--- src/core/lmi_consts.vh ---
// Purpose: constants for the literal, move, indirect and return executor
// Assumes: 14-bit instruction words, 8-bit data, 16-bit data space
// Notes:   opcode masks, bus offsets and the byte, option, power control and pointer reset values live here
`ifndef LMI_CONSTS_VH
`define LMI_CONSTS_VH

// ============================================================
// instruction decode (mask, match)
`define LMI_OP_BANK_MASK   14'h3ff0
`define LMI_OP_BANK_VAL    14'h0020
`define LMI_OP_PAGE_MASK   14'h3f80
`define LMI_OP_PAGE_VAL    14'h3180
`define LMI_OP_ACCL_MASK   14'h3f00
`define LMI_OP_ACCL_VAL    14'h3000
`define LMI_OP_WF_MASK     14'h3f80
`define LMI_OP_WF_VAL      14'h0080
`define LMI_OP_WIM_MASK    14'h3ff8
`define LMI_OP_WIM_VAL     14'h0018
`define LMI_OP_WIK_MASK    14'h3f80
`define LMI_OP_WIK_VAL     14'h3f80
`define LMI_OP_FULL_MASK   14'h3fff
`define LMI_OP_OPTION      14'h0062
`define LMI_OP_SWRESET     14'h0001
`define LMI_OP_RETINT      14'h0009

// ============================================================
// operand fields
`define LMI_F_PTRSEL_MODE  2
`define LMI_F_PTRSEL_REL   6
`define LMI_MODE_PREINC    2'h0
`define LMI_MODE_PREDEC    2'h1
`define LMI_MODE_POSTINC   2'h2
`define LMI_MODE_POSTDEC   2'h3
`define LMI_WINDOW0_FILE   7'h00
`define LMI_WINDOW1_FILE   7'h01
`define LMI_GIE_BIT        7
`define LMI_RI_N_BIT       2

// ============================================================
// register bus offsets
`define LMI_REG_ACC        4'h0
`define LMI_REG_BANK       4'h1
`define LMI_REG_PROGRAM_COUNTER_HIGH_LATCH     4'h2
`define LMI_REG_OPTIONS    4'h3
`define LMI_REG_FSR0L      4'h4
`define LMI_REG_FSR0H      4'h5
`define LMI_REG_FSR1L      4'h6
`define LMI_REG_FSR1H      4'h7
`define LMI_REG_INTERRUPT_CONTROL_REGISTER     4'h8
`define LMI_REG_POWER_CONTROL_REGISTER       4'h9
`define LMI_REG_STATUS     4'ha
`define LMI_REG_PCL        4'hb
`define LMI_REG_PCH        4'hc

// ============================================================
// reset values
`define LMI_RST_BYTE       8'h00
`define LMI_RST_OPTIONS    8'hff
`define LMI_RST_POWER_CONTROL_REGISTER       8'h04
`define LMI_RST_PTR        16'h0000

`endif

--- src/core/lmi_exec.v ---
// Purpose: executes literal loads, accumulator stores, indirect stores,
//          option load, software reset and return from interrupt
// Assumes: one instruction offered per cycle with I_INSN_VALID; stack
//          and data memory sit outside, same clock
// Notes:   instructions offered while O_BUSY is high are ignored
//
// Chosen here: the register addresses and strobed register access.
`timescale 1ns/10ps
`default_nettype none
`include "lmi_consts.vh"

module lmi_exec (
  input  wire        I_CLK,
  input  wire        I_ARST_N,
  input  wire        I_INSN_VALID,
  input  wire [13:0] I_INSN,
  input  wire [14:0] I_TOS,
  input  wire [3:0]  I_ADDR,
  input  wire [7:0]  I_WDATA,
  input  wire        I_WR,
  input  wire        I_RD,
  output reg  [7:0]  O_RDATA,
  output reg         O_MEM_WE,
  output reg  [15:0] O_MEM_ADDR,
  output reg  [7:0]  O_MEM_WDATA,
  output reg         O_STACK_POP,
  output reg         O_PC_LOAD,
  output reg  [14:0] O_PC,
  output reg         O_BUSY,
  output reg         O_SW_RESET
);

  // ============================================================
  // state
  localparam [1:0] ST_RUN = 2'b01;
  localparam [1:0] ST_RET = 2'b10;

  reg [1:0]  state_r;
  reg [7:0]  acc_r;
  reg [4:0]  bank_r;
  reg [6:0]  program_counter_high_latch_r;
  reg [7:0]  options_r;
  reg [15:0] fsr0_r;
  reg [15:0] fsr1_r;
  reg [7:0]  interrupt_control_register_r;
  reg [7:0]  power_control_register_r;
  reg [7:0]  status_r;
  reg [14:0] tos_hold_r;

  function match;
    input [13:0] insn;
    input [13:0] mask;
    input [13:0] val;
    begin
      match = ((insn & mask) == val);
    end
  endfunction

  // ============================================================
  // decode
  wire take = I_INSN_VALID && (state_r == ST_RUN) && !O_BUSY;
  wire is_bank = take && match(I_INSN, `LMI_OP_BANK_MASK, `LMI_OP_BANK_VAL);
  wire is_page = take && match(I_INSN, `LMI_OP_PAGE_MASK, `LMI_OP_PAGE_VAL);
  wire is_accl = take && match(I_INSN, `LMI_OP_ACCL_MASK, `LMI_OP_ACCL_VAL);
  wire is_wf   = take && match(I_INSN, `LMI_OP_WF_MASK, `LMI_OP_WF_VAL);
  wire is_wim  = take && match(I_INSN, `LMI_OP_WIM_MASK, `LMI_OP_WIM_VAL);
  wire is_wik  = take && match(I_INSN, `LMI_OP_WIK_MASK, `LMI_OP_WIK_VAL);
  wire is_opt  = take && match(I_INSN, `LMI_OP_FULL_MASK, `LMI_OP_OPTION);
  wire is_swr  = take && match(I_INSN, `LMI_OP_FULL_MASK, `LMI_OP_SWRESET);
  wire is_ret  = take && match(I_INSN, `LMI_OP_FULL_MASK, `LMI_OP_RETINT);

  wire        ind     = is_wim || is_wik;
  wire        ptr_sel = is_wik ? I_INSN[`LMI_F_PTRSEL_REL] : I_INSN[`LMI_F_PTRSEL_MODE];
  wire [15:0] ptr_cur = ptr_sel ? fsr1_r : fsr0_r;
  wire [15:0] eff_addr;
  wire [15:0] ptr_nxt;

  lmi_ptr_calc u_ptr_calc (
    .i_ptr      (ptr_cur),
    .i_mode     (I_INSN[1:0]),
    .i_rel      (is_wik),
    .i_offset   (I_INSN[5:0]),
    .o_eff_addr (eff_addr),
    .o_ptr_nxt  (ptr_nxt)
  );

  // direct file address, window files redirect through a pointer
  wire [6:0]  file_f    = I_INSN[6:0];
  wire        win0      = (file_f == `LMI_WINDOW0_FILE);
  wire        win1      = (file_f == `LMI_WINDOW1_FILE);
  wire [15:0] file_addr = win0 ? fsr0_r :
                          win1 ? fsr1_r :
                          {4'h0, bank_r, file_f};

  wire bus_wr = I_WR && !is_swr;

  // ============================================================
  // instruction effects and register bus writes
  always @(posedge I_CLK or negedge I_ARST_N) begin
    if (!I_ARST_N) begin
      state_r     <= ST_RUN;
      acc_r       <= `LMI_RST_BYTE;
      bank_r      <= 5'h00;
      program_counter_high_latch_r    <= 7'h00;
      options_r   <= `LMI_RST_OPTIONS;
      fsr0_r      <= `LMI_RST_PTR;
      fsr1_r      <= `LMI_RST_PTR;
      interrupt_control_register_r    <= `LMI_RST_BYTE;
      power_control_register_r      <= `LMI_RST_POWER_CONTROL_REGISTER;
      status_r    <= `LMI_RST_BYTE;
      tos_hold_r  <= 15'h0000;
      O_MEM_WE    <= 1'b0;
      O_MEM_ADDR  <= 16'h0000;
      O_MEM_WDATA <= 8'h00;
      O_STACK_POP <= 1'b0;
      O_PC_LOAD   <= 1'b0;
      O_PC        <= 15'h0000;
      O_BUSY      <= 1'b0;
      O_SW_RESET  <= 1'b0;
    end else if (is_swr) begin
      // same values as a hardware reset, except the indicator bit and O_SW_RESET
      state_r     <= ST_RUN;
      acc_r       <= `LMI_RST_BYTE;
      bank_r      <= 5'h00;
      program_counter_high_latch_r    <= 7'h00;
      options_r   <= `LMI_RST_OPTIONS;
      fsr0_r      <= `LMI_RST_PTR;
      fsr1_r      <= `LMI_RST_PTR;
      interrupt_control_register_r    <= `LMI_RST_BYTE;
      power_control_register_r      <= `LMI_RST_POWER_CONTROL_REGISTER & ~(8'h01 << `LMI_RI_N_BIT);
      status_r    <= `LMI_RST_BYTE;
      tos_hold_r  <= 15'h0000;
      O_MEM_WE    <= 1'b0;
      O_MEM_ADDR  <= 16'h0000;
      O_MEM_WDATA <= 8'h00;
      O_STACK_POP <= 1'b0;
      O_PC_LOAD   <= 1'b0;
      O_PC        <= 15'h0000;
      O_BUSY      <= 1'b0;
      O_SW_RESET  <= 1'b1;
    end else begin
      O_MEM_WE    <= 1'b0;
      O_STACK_POP <= 1'b0;
      O_PC_LOAD   <= 1'b0;
      O_SW_RESET  <= 1'b0;

      // software writes first, instruction effects override below
      if (bus_wr) begin
        case (I_ADDR)
          `LMI_REG_ACC:     acc_r         <= I_WDATA;
          `LMI_REG_BANK:    bank_r        <= I_WDATA[4:0];
          `LMI_REG_PROGRAM_COUNTER_HIGH_LATCH:  program_counter_high_latch_r      <= I_WDATA[6:0];
          `LMI_REG_OPTIONS: options_r     <= I_WDATA;
          `LMI_REG_FSR0L:   fsr0_r[7:0]   <= I_WDATA;
          `LMI_REG_FSR0H:   fsr0_r[15:8]  <= I_WDATA;
          `LMI_REG_FSR1L:   fsr1_r[7:0]   <= I_WDATA;
          `LMI_REG_FSR1H:   fsr1_r[15:8]  <= I_WDATA;
          `LMI_REG_INTERRUPT_CONTROL_REGISTER:  interrupt_control_register_r      <= I_WDATA;
          `LMI_REG_POWER_CONTROL_REGISTER:    power_control_register_r        <= I_WDATA;
          `LMI_REG_STATUS:  status_r      <= I_WDATA;
          default: begin
          end
        endcase
      end

      case (state_r)
        ST_RUN: begin
          if (is_bank) begin
            bank_r <= {1'b0, I_INSN[3:0]};
          end
          if (is_page) begin
            program_counter_high_latch_r <= I_INSN[6:0];
          end
          if (is_accl) begin
            acc_r <= I_INSN[7:0];
          end
          if (is_wf) begin
            O_MEM_WE    <= 1'b1;
            O_MEM_ADDR  <= file_addr;
            O_MEM_WDATA <= acc_r;
          end
          if (ind) begin
            O_MEM_WE    <= 1'b1;
            O_MEM_ADDR  <= eff_addr;
            O_MEM_WDATA <= acc_r;
            // status_r untouched by the pointer step
            if (ptr_sel) begin
              fsr1_r <= ptr_nxt;
            end else begin
              fsr0_r <= ptr_nxt;
            end
          end
          if (is_opt) begin
            options_r <= acc_r;
          end
          if (is_ret) begin
            tos_hold_r <= I_TOS;
            O_BUSY     <= 1'b1;
            state_r    <= ST_RET;
          end
        end
        ST_RET: begin
          O_STACK_POP <= 1'b1;
          O_PC_LOAD   <= 1'b1;
          O_PC        <= tos_hold_r;
          interrupt_control_register_r[`LMI_GIE_BIT] <= 1'b1;
          O_BUSY      <= 1'b0;
          state_r     <= ST_RUN;
        end
        default: begin
          state_r <= ST_RUN;
          O_BUSY  <= 1'b0;
        end
      endcase
    end
  end

  // ============================================================
  // register bus read, data one cycle after the strobe
  always @(posedge I_CLK or negedge I_ARST_N) begin
    if (!I_ARST_N) begin
      O_RDATA <= 8'h00;
    end else if (I_RD) begin
      case (I_ADDR)
        `LMI_REG_ACC:     O_RDATA <= acc_r;
        `LMI_REG_BANK:    O_RDATA <= {3'h0, bank_r};
        `LMI_REG_PROGRAM_COUNTER_HIGH_LATCH:  O_RDATA <= {1'b0, program_counter_high_latch_r};
        `LMI_REG_OPTIONS: O_RDATA <= options_r;
        `LMI_REG_FSR0L:   O_RDATA <= fsr0_r[7:0];
        `LMI_REG_FSR0H:   O_RDATA <= fsr0_r[15:8];
        `LMI_REG_FSR1L:   O_RDATA <= fsr1_r[7:0];
        `LMI_REG_FSR1H:   O_RDATA <= fsr1_r[15:8];
        `LMI_REG_INTERRUPT_CONTROL_REGISTER:  O_RDATA <= interrupt_control_register_r;
        `LMI_REG_POWER_CONTROL_REGISTER:    O_RDATA <= power_control_register_r;
        `LMI_REG_STATUS:  O_RDATA <= status_r;
        `LMI_REG_PCL:     O_RDATA <= O_PC[7:0];
        `LMI_REG_PCH:     O_RDATA <= {1'b0, O_PC[14:8]};
        default:          O_RDATA <= 8'h00;
      endcase
    end else begin
      O_RDATA <= 8'h00;
    end
  end

endmodule // lmi_exec
`default_nettype wire

--- src/core/lmi_ptr_calc.v ---
// Purpose: effective address and updated value of a file-select pointer
// Assumes: pointer arithmetic is 16-bit and wraps
// Notes:   purely combinational, touches no status flag
`timescale 1ns/10ps
`default_nettype none
`include "lmi_consts.vh"

module lmi_ptr_calc (
  input  wire [15:0] i_ptr,
  input  wire [1:0]  i_mode,
  input  wire        i_rel,
  input  wire [5:0]  i_offset,
  output reg  [15:0] o_eff_addr,
  output reg  [15:0] o_ptr_nxt
);

  // ============================================================
  // arithmetic
  always @* begin
    o_eff_addr = i_ptr;
    o_ptr_nxt  = i_ptr;
    if (i_rel) begin
      o_eff_addr = i_ptr + {{10{i_offset[5]}}, i_offset};
    end else begin
      case (i_mode)
        `LMI_MODE_PREINC: begin
          o_eff_addr = i_ptr + 16'h0001;
          o_ptr_nxt  = i_ptr + 16'h0001;
        end
        `LMI_MODE_PREDEC: begin
          o_eff_addr = i_ptr - 16'h0001;
          o_ptr_nxt  = i_ptr - 16'h0001;
        end
        `LMI_MODE_POSTINC: begin
          o_ptr_nxt  = i_ptr + 16'h0001;
        end
        default: begin
          o_ptr_nxt  = i_ptr - 16'h0001;
        end
      endcase
    end
  end

endmodule // lmi_ptr_calc
`default_nettype wire

--- config.mk ---
export PLATFORM = sky130hd
export DESIGN_NAME = lmi_exec
export DESIGN_NICKNAME = d
export VERILOG_FILES = /design/src/core/lmi_exec.v /design/src/core/lmi_ptr_calc.v
export VERILOG_INCLUDE_DIRS = /design/src /design/src/core
export SDC_FILE = /design/constraint.sdc
export NUM_CORES = 1
export LEC_CHECK = 0
export ABC_CLOCK_PERIOD_IN_PS = 12000
export BUFFER_PORTS_ARGS = -buffer_cell sky130_fd_sc_hd__buf_2
export CAP_MARGIN = 10
export CORE_UTILIZATION = 67
export CTS_BUF_LIST = sky130_fd_sc_hd__clkbuf_8
export DETAILED_ROUTE_END_ITERATION = 6
export MAX_ROUTING_LAYER = met4
export PLACE_DENSITY = 0.89
export SLEW_MARGIN = 15
export SYNTH_ARGS = -nofsm -noshare
export SYNTH_HDL_FRONTEND = slang
export SYNTH_SLANG_ARGS = --single-unit
--- constraint.sdc ---
create_clock -name I_CLK -period 12 [get_ports I_CLK]
set_input_delay 2.4 -clock I_CLK [delete_from_list [all_inputs] [get_ports I_CLK]]
set_output_delay 2.4 -clock I_CLK [all_outputs]
set_load 0.02 [all_outputs]
=== Word level (Yosys, flattened, before mapping) ===
Index checks and enable logic that the tools add are counted.

* Bits in registers: 152
* Logic and storage cells: 165

* $add $sub $neg: 3
* Equality and inequality tests: 27
* Muxes and demuxes: 80
* Reduce and logical (&&, ||, !) cells: 35

{| class="wikitable"
|+ Operators with widths
! operator !! count
|-
| $mux 16 || 20
|-
| $mux 8 || 28
|-
| $pmux 8 s13 || 1
|-
| $mux 15 || 5
|-
| $mux 7 || 5
|-
| $pmux 16 s2 || 1
|-
| $mux 5 || 5
|-
| $eq 4x4->1 const B || 5
|-
| $add 16x1->16 const B || 1
|-
| $add 16x16->16 || 1
|-
| $eq 4x3->1 const B || 4
|-
| $sub 16x1->16 const B || 1
|-
| $eq 14x1->1 const B || 1
|-
| $eq 14x4->1 const B || 1
|-
| $eq 14x7->1 const B || 1
|-
| $eq 7x1->1 const B || 2
|-
| $eq 7x7->1 const B || 2
|-
| $reduce_bool 2->1 || 7
|-
| $logic_and 1x1->1 || 12
|-
| $mux 1 || 12
|-
| $reduce_and 2->1 || 6
|-
| $eq 11x2->1 const B || 1
|-
| $eq 10x2->1 const B || 1
|-
| $reduce_bool 3->1 || 3
|-
| 13 further kinds || 19
|}

=== Longest topological paths before layout ===
Gate-level depths: netlist (run 1).

* Depth after elaboration: 13
* Depth in mapped cells: 17
* Mapped depth without buffers: 16

=== By module ===
Synthesis (run 1) repeated with hierarchy kept, for this count alone.

* Cells, all modules: 1225
* Area, all modules: 10298.6 um^2

{| class="wikitable"
|+ Modules (own cells, without submodules)
! module !! instances !! cells each !! area an instance (um^2) !! seq. area each (um^2)
|-
| lmi_exec || 1 || 957 || 8515.7 || 3791.1
|-
| lmi_ptr_calc || 1 || 268 || 1783.0 || 0.0
|}

=== Least setup slack after synthesis (run 1) ===
OpenSTA, ideal clock, no wires.

* Kind: input port to flip-flop
* Start: in I_INSN[12]
* End: reg O_MEM_ADDR[15]
* Setup time: 137 ps
* Arrival time: 5676 ps
* Required time: 11863 ps
* Slack: 6187 ps
* Stages on the path: 16
* Buffers on the path: 1
* Cell sequence: nand4_1 buf_2 nor4_2 nor2_1 mux2i_1 inv_1 ha_1 a21o_1 a21o_1 a21oi_1 a21oi_1 a41o_1 o41ai_1 a31o_2 xnor2_1 a21oi_1

* Longest elaborated chain between the ends: 10
* Elaborated cells on any way between the ends: 22
* Classes of those cells: add/sub: 3; eq/ne: 4; mux: 7; reduce/logical: 8

{| class="wikitable"
|+ Ends and longest elaborated chain
! what !! line !! source
|-
| start: declaration || lmi_exec.v:16 || <nowiki>input wire [13:0] I_INSN,</nowiki>
|-
| $eq 7x7->1 || lmi_exec.v:55 || <nowiki>match = ((insn & mask) == val);</nowiki>
|-
| $logic_and 1x1->1 || lmi_exec.v:67 || <nowiki>wire is_wik = take && match(I_INSN, `LMI_OP_WIK_MASK, `LMI_OP_WIK_VAL);</nowiki>
|-
| $mux 1 || lmi_exec.v:73 || <nowiki>wire ptr_sel = is_wik ? I_INSN[`LMI_F_PTRSEL_REL] : I_INSN[`LMI_F_PTRSEL_MODE];</nowiki>
|-
| $mux 16 || lmi_exec.v:74 || <nowiki>wire [15:0] ptr_cur = ptr_sel ? fsr1_r : fsr0_r;</nowiki>
|-
| $sub 16x1->16 or $add 16x1->16 (tied branches) || lmi_ptr_calc.v:31, lmi_ptr_calc.v:27 ||
|-
| $pmux 16 s2 || lmi_ptr_calc.v:25 || <nowiki>case (i_mode)</nowiki>
|-
| $mux 16 || lmi_ptr_calc.v:22 || <nowiki>if (i_rel) begin</nowiki>
|-
| $mux 16 || lmi_exec.v:182 || <nowiki>if (ind) begin</nowiki>
|-
| $mux 16 || lmi_exec.v:166 || <nowiki>case (state_r)</nowiki>
|-
| $mux 16 || lmi_exec.v:120 || <nowiki>end else if (is_swr) begin</nowiki>
|-
| end signal: assignment || lmi_exec.v:179 || <nowiki>O_MEM_ADDR <= file_addr;</nowiki>
|-
| end signal: assignment || lmi_exec.v:184 || <nowiki>O_MEM_ADDR <= eff_addr;</nowiki>
|-
| end: declaration || lmi_exec.v:24 || <nowiki>output reg [15:0] O_MEM_ADDR,</nowiki>
|}

Several ways; a longest one is shown, not always the timed one. The select of a mux whose other input is x is not followed.
A chain may end at the register's enable or synchronous reset.

=== Final worst setup path (run 1) ===
* Start: in I_INSN[7]
* End: reg O_MEM_ADDR[13]

Same word-level chain as after synthesis.

==> flow_summary.yaml, run 1 <==
detailed_routing:
  drtIter0Drc: 1352
  vias_per_cell: 6.96
  vias: 10200
  wl_per_cell_um: 23.8
  ant_nets: 0
  drtPass1Iterations: 5
  drcViolationCount: 0
  wl_mm: 34.8
cells_and_area:
  final_cells: 1461
  nets: 1327
  seq_area_um2: 3790
  fin_area_um2: 11100
  multi_input_area_um2: 6060
  drive_gt1_frac: 0.158
  area_delta_synth_final_pct: 7.84
  nFillCells: 1103
place:
  place_congestion: 1.11
  port_buffers: 97
  place_area_um2: 10700
  dp_hpwl_mm: 24.7
  post-place-cells: 1428
die:
  core_um2: 14800
  dieWidth_um: 126
  rows: 44
  initial_core_util: 0.699
  io_pins: 98
  die_area_um2: 15900
  die_y_um: 126
synthesis:
  syn_area_per_cell_um2: 8.41
  synth-edff-count: 0
  yosysWarnings: 0
  syn_nets: 1290
  synthFlopType: "dfrtp_1"
  synth_area_leaders: "dfrtp_1 (34%), mux2i_1 (11%), nand2_1 (6.6%)"
  synth_cells: 1226
  synth_cell_types: 78
  yosys.area.top_type_share: 0.342
  yosysMostFrequentCell: "nand2_1"
  seq_area_frac_synth: 0.368
  syn_area_um2: 10300
  async_reset_ff_frac: 1.00
  ys_ff_latch: 151
  yosysTopAreaCell: "dfrtp_1"
  synth_commonest_cells: "nand2_1 (181), nor2_1 (152), dfrtp_1 (141)"
setup_path:
  r2r_cells: 15
  cp.arrival_ps: 6740
  rrSetupSlack_ps: 7300
  cp-startpoint: "I_INSN[7]"
  r2r_start: "state_r[0]"
  crit_fanout: 12
  rr_endpoint: "O_MEM_ADDR[13]"
  required_ps: 12360
  critPathKind: "in -> reg"
  crit_path_end_kind: "register"
  setup.worst_path.end: "O_MEM_ADDR[13]"
  cp-start-kind: "input port"
sta:
  slew_headroom: 0.318
  worst_pin_slew_ps: 1020
  finalHoldViolations: 0
  slew_violations: 0
  finalSetupViolCount: 0
  fmax_ghz: 0.157
  fin_setup_tns_ps: 0
  layout_min_cycle_time_ps: 6380
  skew_ps: 19.5
  rsz0062_at_grt: "no"
  min_period_over_period: 0.532
  hold_slack_ps: 471
clocking:
  cts_resized: 0
  insertion_delay_ps: 480
  clockBufferDepth: 2
  cts_tree: "yes"
  numCtsBuffers: 17
  clk_pin_slew_ps: 100
  cts_setup_buffers: 0
  htreeDepth: 4
  cts_hold_buf: 0
  root_buffer: "clkbuf_8"
  cts_sinks: 151
min_path:
  worst_hold_path_type: "reg -> reg"
  worstHoldStart: "O_MEM_ADDR[14]"
grt:
  track_usage: 0.462
  grt_pass1_wl_mm: 53.5
  grt_max_degree: 100
  grt_pass1_vias: 9219
  grt_overflow: 0
  grt_antenna_before_repair: 1
power_and_ir_drop:
  peakVddDrop_mv: 0.171
  p_leak_nw: 5.37
  powerDensity_nw_per_um2: 151
flow_run:
  drv_cap: 0
status:
  status: "finished, final reports clean"
==> layout by cell type, fill, tap and decap left out, types with 17 or more instances in the layout <==
| cell type | count |
|---|---|
| xnor2_1 | 38 |
| inv_1 | 22 |
| nand2_1 | 181 |
| nor2_1 | 152 |
| mux2_2 | 17 |
| nor3_1 | 18 |
| buf_2 | 96 |
| clkbuf_8 | 18 |
| a21oi_1 | 77 |
| mux2i_1 | 113 |
| o21ai_0 | 79 |
| nand3_1 | 55 |
| ha_1 | 17 |
| dfrtp_1 | 141 |
==> how the worst min path moves through the flow <==
| stage | to | slack, ps | cells after the start |
|---|---|---|---|
| 2_1_floorplan | O_PC[0] | 440 | 2 |
| 3_3_place_gp | O_PC[4] | 450 | 2 |
| 3_5_place_dp | O_MEM_ADDR[0] | 450 | 2 |
| 4_1_cts | O_PC[6] | 470 | 2 |
| 5_1_grt | O_PC[6] | 500 | 2 |
| 6_report | O_MEM_ADDR[14] | 470 | 2 |
==> state kept, by name, summed over array words and instances (netlist names), 15 cells and up <==
| signal | flops |
|---|---|
| O_MEM_ADDR | 16 |
| fsr0_r | 16 |
| fsr1_r | 16 |
| O_PC | 15 |
| tos_hold_r | 15 |
==> worst max-delay path, cell delays in order <==
cell and delay [ps]:
buf_2 160, nand4_1 530, nor4_2 640, nor2_1 220
mux2i_1 330, inv_1 150, ha_1 290, a21o_1 180
a21o_1 200, a21oi_1 200, a21oi_1 130, a41o_1 270
o41ai_1 540, o21ai_0 240, xnor2_1 190, o21ai_1 70
==> final cells by class <==
cell class | count | share of cell area
timing repair buffer | 105 | 0.0496
multi-input combinational | 962 | 0.546
clock inverter | 14 | 0.0117
antenna | 1 | 0.000225
tap | 184 | 0.0207
clock buffer | 18 | 0.0223
inverter | 26 | 0.00878
sequential | 151 | 0.341
==> metal layers <==
layer	vias to the layer above	GRT usage	wire (um)
li1	4428	-	-
met1	4762	0.645	13600
met2	828	0.627	14400
met3	144	0.136	5300
met4	0	0.186	1510
met5	-	-	0
==> where the power goes <==
part	switching, mW	total [mW]	internal (mW)
Combinational	0.343	0.566	0.223
Clock	0.229	0.387	0.158
Sequential	0.124	0.722	0.599
==> per-stage QoR <==
step,utilization,total power [mW],worst slack [ps]
final,0.753,1.68,5620
after global routing,0.753,1.74,5260
after CTS,0.753,1.65,5730
after floorplan,-,1.07,6190
after detailed placement,0.728,1.26,5260
after global placement,0.728,1.25,5340
==> cell families (layout without fill, tap and decap cells) <==
kind of cell / Yosys count / count (layout) / synth area share
other: 0 / 1 / 0
AND/OR/NAND/NOR: 492 / 492 / 0.219
AO/OA/AOI/OAI: 272 / 272 / 0.170
buffers and inverters: 113 / 163 / 0.0443
multiplexers: 135 / 135 / 0.139
adder cells (fa/ha/maj): 18 / 18 / 0.0226
XOR/XNOR: 45 / 45 / 0.0382
flip-flops: 151 / 151 / 0.368
No activity file was read; power rests on OpenSTA's default activity.
==> run 2: changes to the inputs <==
--- a/config.mk
+++ b/config.mk
@@ -6,14 +6,14 @@
 export SDC_FILE = /design/constraint.sdc
 export NUM_CORES = 1
 export LEC_CHECK = 0
-export ABC_CLOCK_PERIOD_IN_PS = 12000
+export ABC_CLOCK_PERIOD_IN_PS = 6350
 export BUFFER_PORTS_ARGS = -buffer_cell sky130_fd_sc_hd__buf_2
 export CAP_MARGIN = 10
-export CORE_UTILIZATION = 67
+export CORE_UTILIZATION = 62
 export CTS_BUF_LIST = sky130_fd_sc_hd__clkbuf_8
 export DETAILED_ROUTE_END_ITERATION = 6
 export MAX_ROUTING_LAYER = met4
-export PLACE_DENSITY = 0.89
+export PLACE_DENSITY = 0.83
 export SLEW_MARGIN = 15
 export SYNTH_ARGS = -nofsm -noshare
 export SYNTH_HDL_FRONTEND = slang
==> constraint.sdc (replaced) <==
create_clock -name I_CLK -period 6.35 [get_ports I_CLK]
set_input_delay 1.27 -clock I_CLK [delete_from_list [all_inputs] [get_ports I_CLK]]
set_output_delay 1.27 -clock I_CLK [all_outputs]
set_load 0.02 [all_outputs]
==> flow_summary.yaml, run 2 (same netlist as run 1, synthesis figures left out) <==
status:
  status: "finished with violations"
  violations: "design-rule violations"
die:
  rows: 46
  initial_core_util: 0.642
  die_area_um2: 17100
  io_pins: 98
  dieWidth_um: 131
  die_y_um: 131
  core_um2: 16100
power_and_ir_drop:
  p_switching_mw: 1.32
  p_leak_nw: 5.44
  p_int_mw: 1.89
  peakVddDrop_mv: 0.209
  swShare: 0.411
  powerDensity_nw_per_um2: 285
  combPwrFrac: 0.335
  p_clk_frac: 0.243
  seqPwrFrac: 0.422
clocking:
  root_buffer: "clkbuf_8"
  htreeDepth: 4
  cts_sinks: 151
  clk_pin_slew_ps: 90
  numCtsBuffers: 17
  cts_resized: 0
  cts_setup_buffers: 0
  insertion_delay_ps: 480
  cts_tree: "yes"
  clockBufferDepth: 2
  cts_hold_buf: 0
sta:
  fmax_ghz: 0.200
  fin_setup_tns_ps: 0
  finalSetupViolCount: 0
  slew_headroom: 0.350
  skew_ps: 13.4
  min_period_over_period: 0.788
  rsz0062_at_grt: "no"
  finalHoldViolations: 0
  slew_violations: 0
  layout_min_cycle_time_ps: 5000
  worst_pin_slew_ps: 975
setup_path:
  crit_chain: "buf_2, nand4_1, buf_4, nor4_2, nor2_1, mux2i_1, inv_1, ha_1, fa_1, a21o_1, a21oi_1, o21ai_0, nand2_1, o2111ai_1, a41oi_1, xnor2_1, o22ai_1, nand2_1"
  critPathKind: "in -> reg"
  cp-start-kind: "input port"
  crit_path_top_delay_cell: "nor4_2"
  crit_path_end_kind: "register"
  cpMostUsedCell: "nand2_1"
  rr_endpoint: "O_MEM_ADDR[14]"
  crit_fanout: 12
  rrSetupSlack_ps: 1730
  r2r_cells: 16
  r2r_start: "state_r[0]"
  cp.arrival_ps: 5370
  critPathMaxStageDelay_ps: 560
  required_ps: 6720
place:
  place_congestion: 1.01
  port_buffers: 97
  dp_hpwl_mm: 25.0
detailed_routing:
  wl_per_cell_um: 23.7
  drtPass1Iterations: 7
  drcViolationCount: 1
  ant_nets: 0
  vias: 10200
  drtIter0Drc: 1352
  wl_mm: 35.6
  vias_per_cell: 6.82
min_path:
  hold-path-cell-count: 2
  worstHoldStart: "O_MEM_ADDR[0]"
  worst_hold_path_type: "reg -> reg"
  hold_end: "O_MEM_ADDR[0]"
grt:
  grt_max_degree: 104
  track_usage: 0.440
  grt_pass1_vias: 9255
  grt_pass1_wl_mm: 53.4
  grt_antenna_before_repair: 1
  grt_overflow: 0
cells_and_area:
  drive_gt1_frac: 0.164
  mostFrequentLayoutCells: "nand2_1 (181), nor2_1 (152), dfrtp_1 (141)"
  nFillCells: 1290
  final_common_cell: "nand2_1"
  reg_top3: "O_MEM_ADDR x16, fsr0_r x16, fsr1_r x16"
  post-route-util: 0.702
  area_delta_synth_final_pct: 9.40
  nets: 1336
flow_run:
  drv_cap: 0
-- run 2: changes by cell type in the layout (fill, tap and decap cells not counted), sizes merged --
cell / delta
buf: +9
clkbuf: -1
bufinv: +1
-- run 2: power groups by stage --
stage	sequential, mW	combinational [mW]	clock [mW]
after floorplan	1.29	0.740	0
after global placement	1.34	1.02	0
after detailed placement	1.35	1.04	0
after CTS	1.33	1.05	0.784
after global routing	1.36	1.17	0.830
final	1.35	1.08	0.781
-- run 2: worst max-delay path, delay by kind of cell --
family / cells / cell delay [ps]
adders and majority gates: 2 / 670
xor gates and xnor gates: 1 / 90
buffers and inverters: 3 / 510
muxes: 1 / 450
AOI/OAI and AO/OA: 6 / 1260
and+or+nand+nor: 5 / 1140
-- run 2: worst max path at each step --
stage | start | to | cells after the start
global placement | I_INSN[7] | O_MEM_ADDR[14] | 18
CTS | I_INSN[7] | O_MEM_ADDR[14] | 18
finish | I_INSN[7] | O_MEM_ADDR[14] | 18
global route | I_INSN[7] | O_MEM_ADDR[14] | 18
floorplan | I_INSN[12] | O_MEM_ADDR[15] | 16
detailed placement | I_INSN[7] | O_MEM_ADDR[14] | 18
-- run 2: layout make-up --
cell class | count | area (um^2) | share of cell area
inverters | 26 | 97.6 | 0.00866
repair buffers | 114 | 632 | 0.0560
clock buffers | 17 | 234 | 0.0208
multi-input cells | 962 | 6070 | 0.538
clock inverters | 15 | 178 | 0.0158
flip-flops and latches | 151 | 3790 | 0.336
well taps | 216 | 270 | 0.0240
diodes | 1 | 2.50 | 0.000222
-- run 2: metrics by stage --
step	cell area (um^2)	hold WS [ps]	cells	setup slack, ps	total power [mW]
after floorplan	10300	439	1226	1670	2.03
after global placement	10900	448	1469	1250	2.36
after detailed placement	10900	452	1469	1090	2.39
after CTS	11300	473	1501	1510	3.17
after global routing	11300	500	1502	1130	3.36
final	11300	469	1502	1350	3.21
-- run 2: routing by layer --
layer  GRT usage  share of wire  vias up
met2       0.609           0.42      809
li1            -              -     4460
met5           -              0        -
met1       0.611           0.40     4844
met3       0.121           0.14      129
met4       0.166          0.038        0
